File: src/verilog/masdio_pkg.sv
// package for the module address strap and digital io mode block
// assumes a single pclk domain with apb register access
package masdio_pkg;
  // -----------------------------------------------------------------
  // sizes
  // -----------------------------------------------------------------
  localparam int NUM_PINS = 15;
  localparam int STRAP_W = 4;
  localparam int ADDR_W = 8;
  localparam int MODE_W = 3;
  localparam int FLASH_SLOTS = 12;
  localparam int RAM_SLOTS = 1;
  // -----------------------------------------------------------------
  // address and reset values
  // -----------------------------------------------------------------
  localparam logic [ADDR_W-1:0] BASE_ADDR = 8'h04;
  localparam logic [MODE_W-1:0] MODE_RST = 3'h0;
  localparam logic [7:0] ERR_NONE = 8'h00;
  localparam logic [7:0] ERR_INVALID_OPTION = 8'h01;
  localparam logic [7:0] ERR_INVALID_ENTITY = 8'h02;
  localparam logic [7:0] ERR_MODE = 8'h03;
  // -----------------------------------------------------------------
  // register offsets (byte addresses)
  // -----------------------------------------------------------------
  localparam logic [11:0] OFS_ADDR = 12'h000;
  localparam logic [11:0] OFS_MODE_SEL = 12'h004;
  localparam logic [11:0] OFS_MODE_DATA = 12'h008;
  localparam logic [11:0] OFS_ERROR = 12'h00c;
  localparam logic [11:0] OFS_SAVE_DATA = 12'h010;
  localparam logic [11:0] OFS_SAVE_CTRL = 12'h014;
  localparam logic [11:0] OFS_NV_DATA = 12'h018;
  localparam logic [11:0] OFS_SLOTS = 12'h01c;
  localparam logic [11:0] OFS_PIN_OUT = 12'h020;
  localparam logic [11:0] OFS_PIN_IN = 12'h024;
  localparam logic [11:0] OFS_SW_RESET = 12'h028;
  // saved field positions in the save data word
  localparam int SV_SWOFS_LSB = 0;
  localparam int SV_I2C_LSB = 8;
  localparam int SV_ROUTER_LSB = 12;
  localparam int SV_BOOT_LSB = 20;
  localparam int SV_HB_LSB = 24;
  localparam logic [31:0] SAVE_RST = 32'h0000_0000;
  // -----------------------------------------------------------------
  // pin mode codes
  // -----------------------------------------------------------------
  typedef enum logic [MODE_W-1:0] {
    MODE_INPUT = 3'h0,
    MODE_OUTPUT = 3'h1,
    MODE_SERVO_IN = 3'h2,
    MODE_SERVO_OUT = 3'h3,
    MODE_HIZ = 3'h4,
    MODE_IN_PULLDN = 3'h5
  } masdio_mode_t;
  // servo input on pins 0..3, servo output on pins 4..7
  localparam logic [NUM_PINS-1:0] SERVO_IN_PINS = 15'h000f;
  localparam logic [NUM_PINS-1:0] SERVO_OUT_PINS = 15'h00f0;
endpackage

File: src/verilog/masdio_pin_cell.sv
// one digital io pin: mode decode, pad enables and input synchroniser
// assumes pin_in comes straight from a pad, outside the pclk domain
`timescale 1ns/10ps
`default_nettype none
module masdio_pin_cell (
  // clock and reset
  input wire logic pclk,
  input wire logic presetn,
  // control
  input wire logic [masdio_pkg::MODE_W-1:0] mode,
  input wire logic drive_val,
  // pad
  input wire logic pin_in,
  output logic pin_out,
  output logic pin_oe,
  output logic pin_pd,
  // user side
  output logic pin_val
);
  import masdio_pkg::*;
  logic sync1_ff;
  logic sync2_ff;
  logic oe_ff;
  logic out_ff;
  logic pd_ff;
  logic val_ff;
  wire logic drives = (mode == MODE_OUTPUT) || (mode == MODE_SERVO_OUT);
  wire logic reads = (mode == MODE_INPUT) || (mode == MODE_IN_PULLDN) ||
                     (mode == MODE_SERVO_IN);
  always_ff @(posedge pclk or negedge presetn) begin
    if (!presetn) begin
      sync1_ff <= 1'b0;
      sync2_ff <= 1'b0;
      oe_ff <= 1'b0;
      out_ff <= 1'b0;
      pd_ff <= 1'b0;
      val_ff <= 1'b0;
    end else begin
      sync1_ff <= pin_in;
      sync2_ff <= sync1_ff;
      oe_ff <= drives;
      out_ff <= drives & drive_val;
      pd_ff <= (mode == MODE_IN_PULLDN);
      // hi-z and output modes read nothing back from the pad
      val_ff <= reads & sync2_ff;
    end
  end
  assign pin_out = out_ff;
  assign pin_oe = oe_ff;
  assign pin_pd = pd_ff;
  assign pin_val = val_ff;
endmodule // masdio_pin_cell
`default_nettype wire

File: src/verilog/masdio_top.sv
// module address strap capture, saved settings and digital io mode registers
// assumes an apb master on pclk; strap and pin pads are asynchronous inputs
//
// Contract
// - strap pins are captured only at boot (reset release or software reset) and held after.
// - the four captured strap bits form a number with pin 0 as lsb and pin 3 as msb.
// - the strap number is doubled to form the address offset.
// - the module address is the doubled offset plus a base of four.
// - software offset, i2c rate, router, boot slot and heartbeat are saved and used after reboot; kept over a software reset only, presetn clears them.
// - there are twelve flash program slots and one ram slot.
// - there are fifteen digital io pins, each with its own mode.
// - each pin can be input or output and its mode reads back.
// - mode codes 0..4 are input, output, servo in, servo out and hi-z.
// - an unsupported option is refused with an error code naming the reason.
// - mode code 5 is input with pull-down.
// - in hi-z neither drive nor read acts on the pin.
`timescale 1ns/10ps
`default_nettype none
module masdio_top #(
  parameter int NUM_PINS = masdio_pkg::NUM_PINS
) (
  // apb slave
  input wire logic pclk,
  input wire logic presetn,
  input wire logic psel,
  input wire logic penable,
  input wire logic pwrite,
  input wire logic [11:0] paddr,
  input wire logic [31:0] pwdata,
  output logic [31:0] prdata,
  output logic pready,
  output logic pslverr,
  // strap pins, low when grounded
  input wire logic [masdio_pkg::STRAP_W-1:0] strap_n,
  // digital io pads
  input wire logic [NUM_PINS-1:0] digital_io_pin_in,
  output logic [NUM_PINS-1:0] digital_io_pin_out,
  output logic [NUM_PINS-1:0] digital_io_pin_oe,
  output logic [NUM_PINS-1:0] digital_io_pin_pd,
  // status
  output logic [masdio_pkg::ADDR_W-1:0] module_addr,
  output logic [31:0] active_settings
);
  import masdio_pkg::*;

  // ---------------------------------------------------------------
  // strap synchroniser and boot capture
  // ---------------------------------------------------------------
  logic [STRAP_W-1:0] strap_s1_ff;
  logic [STRAP_W-1:0] strap_s2_ff;
  logic boot_pend_ff;
  logic nxt_boot_pend;
  logic [1:0] boot_wait_ff;
  logic [STRAP_W-1:0] strap_ff;
  logic [ADDR_W-1:0] addr_ff;
  logic [31:0] active_ff;
  logic [31:0] save_data_ff;
  logic [31:0] nv_ff;
  logic [MODE_W-1:0] mode_ff [NUM_PINS];
  logic [NUM_PINS-1:0] drive_ff;
  logic [3:0] sel_ff;
  logic [7:0] err_ff;
  logic [31:0] prdata_ff;
  logic pready_ff;
  logic pslverr_ff;
  logic [NUM_PINS-1:0] pin_val;

  // a grounded pin reads low, so the bit value is the inverted level
  wire logic [STRAP_W-1:0] strap_bits = ~strap_s2_ff;
  wire logic [ADDR_W-1:0] strap_ofs = {{(ADDR_W-STRAP_W-1){1'b0}}, strap_ff, 1'b0};
  wire logic [ADDR_W-1:0] final_addr = BASE_ADDR + strap_ofs;

  // ---------------------------------------------------------------
  // apb decode
  // ---------------------------------------------------------------
  wire logic acc = psel & penable & ~pready_ff;
  wire logic wr = acc & pwrite;
  wire logic rd = acc & ~pwrite;
  wire logic hit_addr = (paddr == OFS_ADDR);
  wire logic hit_sel = (paddr == OFS_MODE_SEL);
  wire logic hit_mode = (paddr == OFS_MODE_DATA);
  wire logic hit_err = (paddr == OFS_ERROR);
  wire logic hit_sdat = (paddr == OFS_SAVE_DATA);
  wire logic hit_sctl = (paddr == OFS_SAVE_CTRL);
  wire logic hit_nv = (paddr == OFS_NV_DATA);
  wire logic hit_slot = (paddr == OFS_SLOTS);
  wire logic hit_pout = (paddr == OFS_PIN_OUT);
  wire logic hit_pin = (paddr == OFS_PIN_IN);
  wire logic hit_rst = (paddr == OFS_SW_RESET);
  wire logic hit_any = hit_addr | hit_sel | hit_mode | hit_err | hit_sdat | hit_sctl |
                       hit_nv | hit_slot | hit_pout | hit_pin | hit_rst;
  wire logic sel_ok = (sel_ff < 4'(NUM_PINS));
  wire logic [MODE_W-1:0] new_mode = pwdata[MODE_W-1:0];

  // support check for a mode code on a given pin
  function automatic logic mode_ok(input logic [31:0] code, input logic [3:0] pin);
    logic ok;
    ok = 1'b0;
    unique case (code)
      32'(MODE_INPUT), 32'(MODE_OUTPUT), 32'(MODE_HIZ), 32'(MODE_IN_PULLDN): ok = 1'b1;
      32'(MODE_SERVO_IN): ok = SERVO_IN_PINS[pin];
      32'(MODE_SERVO_OUT): ok = SERVO_OUT_PINS[pin];
      default: ok = 1'b0;
    endcase
    return ok;
  endfunction

  wire logic mode_wr = wr & hit_mode;
  wire logic mode_good = sel_ok & mode_ok(pwdata, sel_ff);
  wire logic bad_sel_wr = wr & hit_sel & (pwdata[31:4] != 28'h0 || pwdata[3:0] >= 4'(NUM_PINS));
  wire logic sw_reset = wr & hit_rst & pwdata[0];

  // error code of this access, held until the next refusal or a clear
  wire logic [7:0] nxt_err =
    (mode_wr & ~sel_ok) ? ERR_INVALID_ENTITY :
    (mode_wr & ~mode_good) ? ERR_INVALID_OPTION :
    bad_sel_wr ? ERR_INVALID_ENTITY :
    (wr & hit_pout & (|(pwdata[NUM_PINS-1:0] & ~drive_mask()))) ? ERR_MODE :
    (wr & ~hit_any) ? ERR_INVALID_OPTION :
    (wr & hit_err) ? ERR_NONE : err_ff;

  function automatic logic [NUM_PINS-1:0] drive_mask();
    logic [NUM_PINS-1:0] m;
    m = '0;
    for (int i = 0; i < NUM_PINS; i++) begin
      m[i] = (mode_ff[i] == MODE_OUTPUT);
    end
    return m;
  endfunction

  wire logic [MODE_W-1:0] cur_mode = sel_ok ? mode_ff[sel_ff] : MODE_RST;
  wire logic [31:0] rd_mux =
    hit_addr ? {24'h0, addr_ff} :
    hit_sel ? {28'h0, sel_ff} :
    hit_mode ? {29'h0, cur_mode} :
    hit_err ? {24'h0, err_ff} :
    hit_sdat ? save_data_ff :
    hit_nv ? nv_ff :
    hit_slot ? {16'h0, 8'(RAM_SLOTS), 8'(FLASH_SLOTS)} :
    hit_pout ? {17'h0, drive_ff} :
    hit_pin ? {17'h0, pin_val} :
    32'h0;

  // ---------------------------------------------------------------
  // boot sequencing
  // ---------------------------------------------------------------
  // wait two cycles after release so the synchroniser holds real pad levels
  assign nxt_boot_pend = sw_reset ? 1'b1 : (boot_wait_ff == 2'h0 ? 1'b0 : boot_pend_ff);

  always_ff @(posedge pclk or negedge presetn) begin
    if (!presetn) begin
      strap_s1_ff <= '0;
      strap_s2_ff <= '0;
      boot_pend_ff <= 1'b1;
      boot_wait_ff <= 2'h2;
    end else begin
      strap_s1_ff <= strap_n;
      strap_s2_ff <= strap_s1_ff;
      boot_pend_ff <= nxt_boot_pend;
      boot_wait_ff <= sw_reset ? 2'h2 : (boot_wait_ff != 2'h0 ? boot_wait_ff - 2'h1 : 2'h0);
    end
  end

  wire logic boot_now = boot_pend_ff & (boot_wait_ff == 2'h0);

  always_ff @(posedge pclk or negedge presetn) begin
    if (!presetn) begin
      strap_ff <= '0;
      addr_ff <= BASE_ADDR;
      active_ff <= SAVE_RST;
    end else begin
      if (boot_now) begin
        strap_ff <= strap_bits;
        active_ff <= nv_ff;
      end
      addr_ff <= final_addr;
    end
  end

  // ---------------------------------------------------------------
  // saved settings: staged word, committed on save, used after boot
  // ---------------------------------------------------------------
  // nv_ff survives the software reset but not presetn, standing in for flash
  always_ff @(posedge pclk or negedge presetn) begin
    if (!presetn) begin
      save_data_ff <= SAVE_RST;
      nv_ff <= SAVE_RST;
    end else begin
      if (wr & hit_sdat) begin
        save_data_ff <= pwdata;
      end
      if (wr & hit_sctl & pwdata[0]) begin
        nv_ff <= save_data_ff;
      end
    end
  end

  // ---------------------------------------------------------------
  // pin modes and drive levels
  // ---------------------------------------------------------------
  always_ff @(posedge pclk or negedge presetn) begin
    if (!presetn) begin
      for (int i = 0; i < NUM_PINS; i++) begin
        mode_ff[i] <= MODE_RST;
      end
      drive_ff <= '0;
      sel_ff <= 4'h0;
      err_ff <= ERR_NONE;
    end else begin
      if (sw_reset) begin
        for (int i = 0; i < NUM_PINS; i++) begin
          mode_ff[i] <= MODE_RST;
        end
        drive_ff <= '0;
      end else begin
        if (mode_wr & mode_good) begin
          mode_ff[sel_ff] <= new_mode;
        end
        if (wr & hit_pout) begin
          // only pins in output mode take a drive level
          drive_ff <= (drive_ff & ~drive_mask()) | (pwdata[NUM_PINS-1:0] & drive_mask());
        end
      end
      if (wr & hit_sel & ~bad_sel_wr) begin
        sel_ff <= pwdata[3:0];
      end
      err_ff <= nxt_err;
    end
  end

  // ---------------------------------------------------------------
  // apb answer: one wait state, ready and data registered
  // ---------------------------------------------------------------
  always_ff @(posedge pclk or negedge presetn) begin
    if (!presetn) begin
      pready_ff <= 1'b0;
      pslverr_ff <= 1'b0;
      prdata_ff <= 32'h0;
    end else begin
      pready_ff <= acc;
      pslverr_ff <= acc & ~hit_any;
      prdata_ff <= rd ? rd_mux : 32'h0;
    end
  end

  // ---------------------------------------------------------------
  // pin cells
  // ---------------------------------------------------------------
  for (genvar g = 0; g < NUM_PINS; g++) begin : g_pin
    masdio_pin_cell u_cell (
      .pclk(pclk),
      .presetn(presetn),
      .mode(mode_ff[g]),
      .drive_val(drive_ff[g]),
      .pin_in(digital_io_pin_in[g]),
      .pin_out(digital_io_pin_out[g]),
      .pin_oe(digital_io_pin_oe[g]),
      .pin_pd(digital_io_pin_pd[g]),
      .pin_val(pin_val[g])
    );
  end

  assign prdata = prdata_ff;
  assign pready = pready_ff;
  assign pslverr = pslverr_ff;
  assign module_addr = addr_ff;
  assign active_settings = active_ff;
endmodule // masdio_top
`default_nettype wire
File: config.mk
export PLATFORM = sky130hd
export DESIGN_NAME = masdio_top
export DESIGN_NICKNAME = d
export VERILOG_FILES = /design/src/verilog/masdio_pkg.sv /design/src/verilog/masdio_pin_cell.sv /design/src/verilog/masdio_top.sv
export SDC_FILE = /design/constraint.sdc
export NUM_CORES = 1
export LEC_CHECK = 0
export BUFFER_PORTS_ARGS = -buffer_cell sky130_fd_sc_hd__buf_2
export CORE_UTILIZATION = 34
export CTS_CLUSTER_SIZE = 16
export DETAILED_ROUTE_END_ITERATION = 7
export SETUP_SLACK_MARGIN = 0.15
export SYNTH_ARGS = -nofsm -noshare
export SYNTH_HDL_FRONTEND = slang
export SYNTH_SLANG_ARGS = --single-unit
File: constraint.sdc
create_clock -name pclk -period 2.5 [get_ports pclk]
set_input_delay 0.5 -clock pclk [delete_from_list [all_inputs] [get_ports pclk]]
set_output_delay 0.5 -clock pclk [all_outputs]
set_load 0.1 [all_outputs]
==> results_dict.tcl <==
set metrics [dict create \
    status "finished, final reports clean" \
    ys_seq_elements 306 \
    cap_violations 0 \
    path_clk_slew_ns 0.06 \
    cts_buffers 34 \
    row_count 71 \
    ir_drop_uv 383 \
    clkSinkCount 306 \
    synth_edf_count 0 \
    cts_tree "done" \
    syn-cell-area_um2 13000 \
    grt_pass1_wl_um 59300 \
    yosysMostFrequentCell "dfrtp_1" \
    min_period_ns 2.27 \
    ctsResizeCount 0 \
    synth.area.top_cells "dfrtp_1 58%, mux2_2 5.8%, nand2_1 3.5%, buf_4 2.8%, nand3_1 2.6%" \
    max_stage_delay_ns 0.51 \
    critPathKind "register to register" \
    h-tree-depth 2 \
    clock_skew_ns 0.0171 \
    fin_ws_ns 0.228 \
    coreArea_um2 37700 \
    final_area_um2 16100 \
    rsz0062_at_grt "no" \
    cts_setup_buffers 0 \
    end_kind "register" \
    ys.flop_type "dfrtp_1" \
    die_width_um 198 \
    nets 1438 \
    crit_path_frequent_cell "buf_4" \
    tightest_slew_ns 0.626 \
    netlist_instances 1166 \
    routedWlPerCell_um 20.3 \
    drtIter0Drc 758 \
    diodes 0 \
    synthArstFlopShare_pct 100 \
    p_leak_nw 7.99 \
    yosys.area.top_type "dfrtp_1" \
    cp_top_family "compound AO/OA/AOI/OAI gates" \
    maxSlewHeadroom_pct 57.9 \
    globalRouteTotalUtil_pct 19.9 \
    io_buffers 183 \
    io_pins 187 \
    clock_path_buffers 3 \
    initial_core_util_pct 34.6 \
    grt_pass1_vias 9734 \
    setup_violations 0 \
    drc 0 \
    crit_chain "or3b_2 -> a222oi_1 -> buf_4 -> nand4b_1 -> o31ai_1 -> buf_4 -> o2111ai_1" \
    chipHeight_um 198 \
    clock_latency_ns 0.52 \
    gp_routability_congestion 0.870 \
    cellPowerDensity_nw_per_um2 661 \
    synthDistinctLibCells 65 \
    drive_gt1_share_pct 31.1 \
    synthToLayoutAreaGrowth_pct 23.3 \
    crit_slowest_cell "or3b_2" \
    critPathMaxFanout 2 \
    startpoint_type "register" \
    drv_slew 0 \
    post-route-util_pct 42.7 \
    whs_ns 0.0849 \
    grt_max_degree 62 \
    worstPathArrival_ns 2.66 \
    drtAntennaViolNets 0 \
    met3_usage_pct 2.52 \
    crit_required_ns 2.89 \
    yosys_warnings 0 \
    synth_top_area_share_pct 58.1 \
    met1_usage_pct 29.9 \
    vias_per_cell 5.20 \
    place_area_um2 14900 \
    grt-ovfl-total 0 \
    timing.final.crit_share_pct 90.9 \
    use_met2_pct 30.2 \
    hp-class "input port to register" \
    first_pass_iters 5 \
    synth_common_cells "303 x dfrtp_1, 122 x nand2_1, 82 x nor2_1, 67 x mux2_2, 67 x nand3_1" \
    yosysSeqAreaShare_pct 58.7 \
    dp_hpwl_um 27400 \
    vias 9903 \
    die_area_um2 39200 \
    max_freq_ghz 0.440 \
    busiest_layer "met2" \
    hold_viol 0 \
    root_buffer "clkbuf_16" \
    wirelength_um 38700 \
    post-place-ws_ns 0.00645 \
    critPathBufInv 2 \
    antenna_found_initial 0 \
    post_synth.cell_area_avg_um2 11.2 \
]
==> registers in the layout (all words and copies together) (netlist names) <==
name / flops
mode_ff: 45
active_settings: 32
nv_ff: 32
prdata: 32
save_data_ff: 32
drive_ff: 15
g_pin.u_cell.pin_oe: 15
g_pin.u_cell.pin_out: 15
g_pin.u_cell.pin_pd: 15
g_pin.u_cell.pin_val: 15
g_pin.u_cell.sync1_ff: 15
g_pin.u_cell.sync2_ff: 15
module_addr: 5
sel_ff: 4
strap_ff: 4
strap_s1_ff: 4
strap_s2_ff: 4
boot_wait_ff: 2
err_ff: 2
boot_pend_ff: 1
pready: 1
pslverr: 1
==> logic make-up (layout without fill, tap and decap cells) <==
logic type,count (synthesis),after routing,share of synthesized area (%)
xor gates and xnor gates,2,2,0.134
adders and majority gates,1,1,0.0959
other,1,3,0.0287
buffers and inverters,130,356,5.41
AOI/OAI and AO/OA,210,210,9.96
DFF,306,306,58.7
muxes,100,100,9.30
and+or+nand+nor,416,416,16.3
==> metal layers <==
| metal | vias to the layer above | share of wire, % |
|---|---|---|
| li1 | 4491 | - |
| met5 | - | 0 |
| met4 | 0 | 1.9 |
| met1 | 4975 | 47 |
| met3 | 50 | 6.3 |
| met2 | 387 | 45 |
==> layout by cell type, fill, tap and decap left out, types with 4 or more instances in the layout <==
master      synthesis  final
a21oi_1            57     57
a22oi_1            38     38
a31oi_1             5      5
and2_1             16     16
and3_1             14     14
and3b_1            15     15
buf_12              0     16
buf_2              12    182
buf_4              48     77
bufinv_16           0      4
clkbuf_1           46      4
clkbuf_16           0     35
clkbuf_8            0      4
clkinv_2            0      7
clkinvlp_4          0      5
dfrtp_1           303    302
inv_1              18     18
mux2_2             67     67
mux2i_1            20     20
mux4_2             10     10
nand2_1           122    122
nand2b_1           18     18
nand3_1            67     67
nand4_1            16     16
nor2_1             82     82
nor2b_1             9      9
nor3_1             12     11
nor4_1             13     13
nor4_4              1      4
o21a_1             16     16
o21ai_0            61     61
o2bb2ai_1           4      4
==> worst register-to-register path: stages (launching register included) <==
cell	delay, ns
dfrtp_1	0.37
or3b_2	0.51
a222oi_1	0.40
buf_4	0.20
nand4b_1	0.15
o31ai_1	0.23
buf_4	0.17
o2111ai_1	0.10
==> final cells by class <==
type	instances	area (um2)
flip-flops and latches	306	7660
repair buffers	277	1830
well taps	511	639
fillers	3638	21600
multi-input cells	732	4730
inverters	18	67.6
clock inverters	18	210
clock buffers	43	946
==> per-stage QoR <==
stage	cells	setup TNS, ns	total power [mW]
floorplan	1168	0	5.28
global placement	1843	-0.255	5.58
detailed placement	1843	0	5.58
CTS	1905	0	10.8
global route	1905	0	11.0
finish	1905	0	10.6
==> worst paths after layout <==
check                                              startpoint                                  to  slack (ns)  cells after the start
setup / recovery                      mode_ff[29]$_DFFE_PN0P_               err_ff[1]$_DFFE_PN0P_        0.23                      7
hold / removal                           digital_io_pin_in[3]  g_pin[3].u_cell.sync1_ff$_DFF_PN0_        0.08                      1
setup reg to reg                      mode_ff[29]$_DFFE_PN0P_               err_ff[1]$_DFFE_PN0P_        0.23                      7
hold reg to reg            g_pin[5].u_cell.sync1_ff$_DFF_PN0_  g_pin[5].u_cell.sync2_ff$_DFF_PN0_        0.35                      0
max in group asynchronous                             presetn      active_settings[1]$_DFFE_PN0P_        1.14                      3
min in group asynchronous                             presetn     active_settings[19]$_DFFE_PN0P_        0.52                      2
==> power by group <==
| part | total, mW | leakage (nW) | internal, mW | switching, mW |
|---|---|---|---|---|
| Sequential | 5.03 | 4.12 | 5.01 | 0.0253 |
| Combinational | 0.456 | 3.31 | 0.125 | 0.331 |
| Clock | 5.15 | 0.558 | 3.11 | 2.04 |
==> timing repair <==
action,in CTS,in global routing
hold endpoints to repair,54,0
setup endpoints to repair,0,0
hold buffers,1,0
Note: power is estimated with default switching activity, not from simulation.
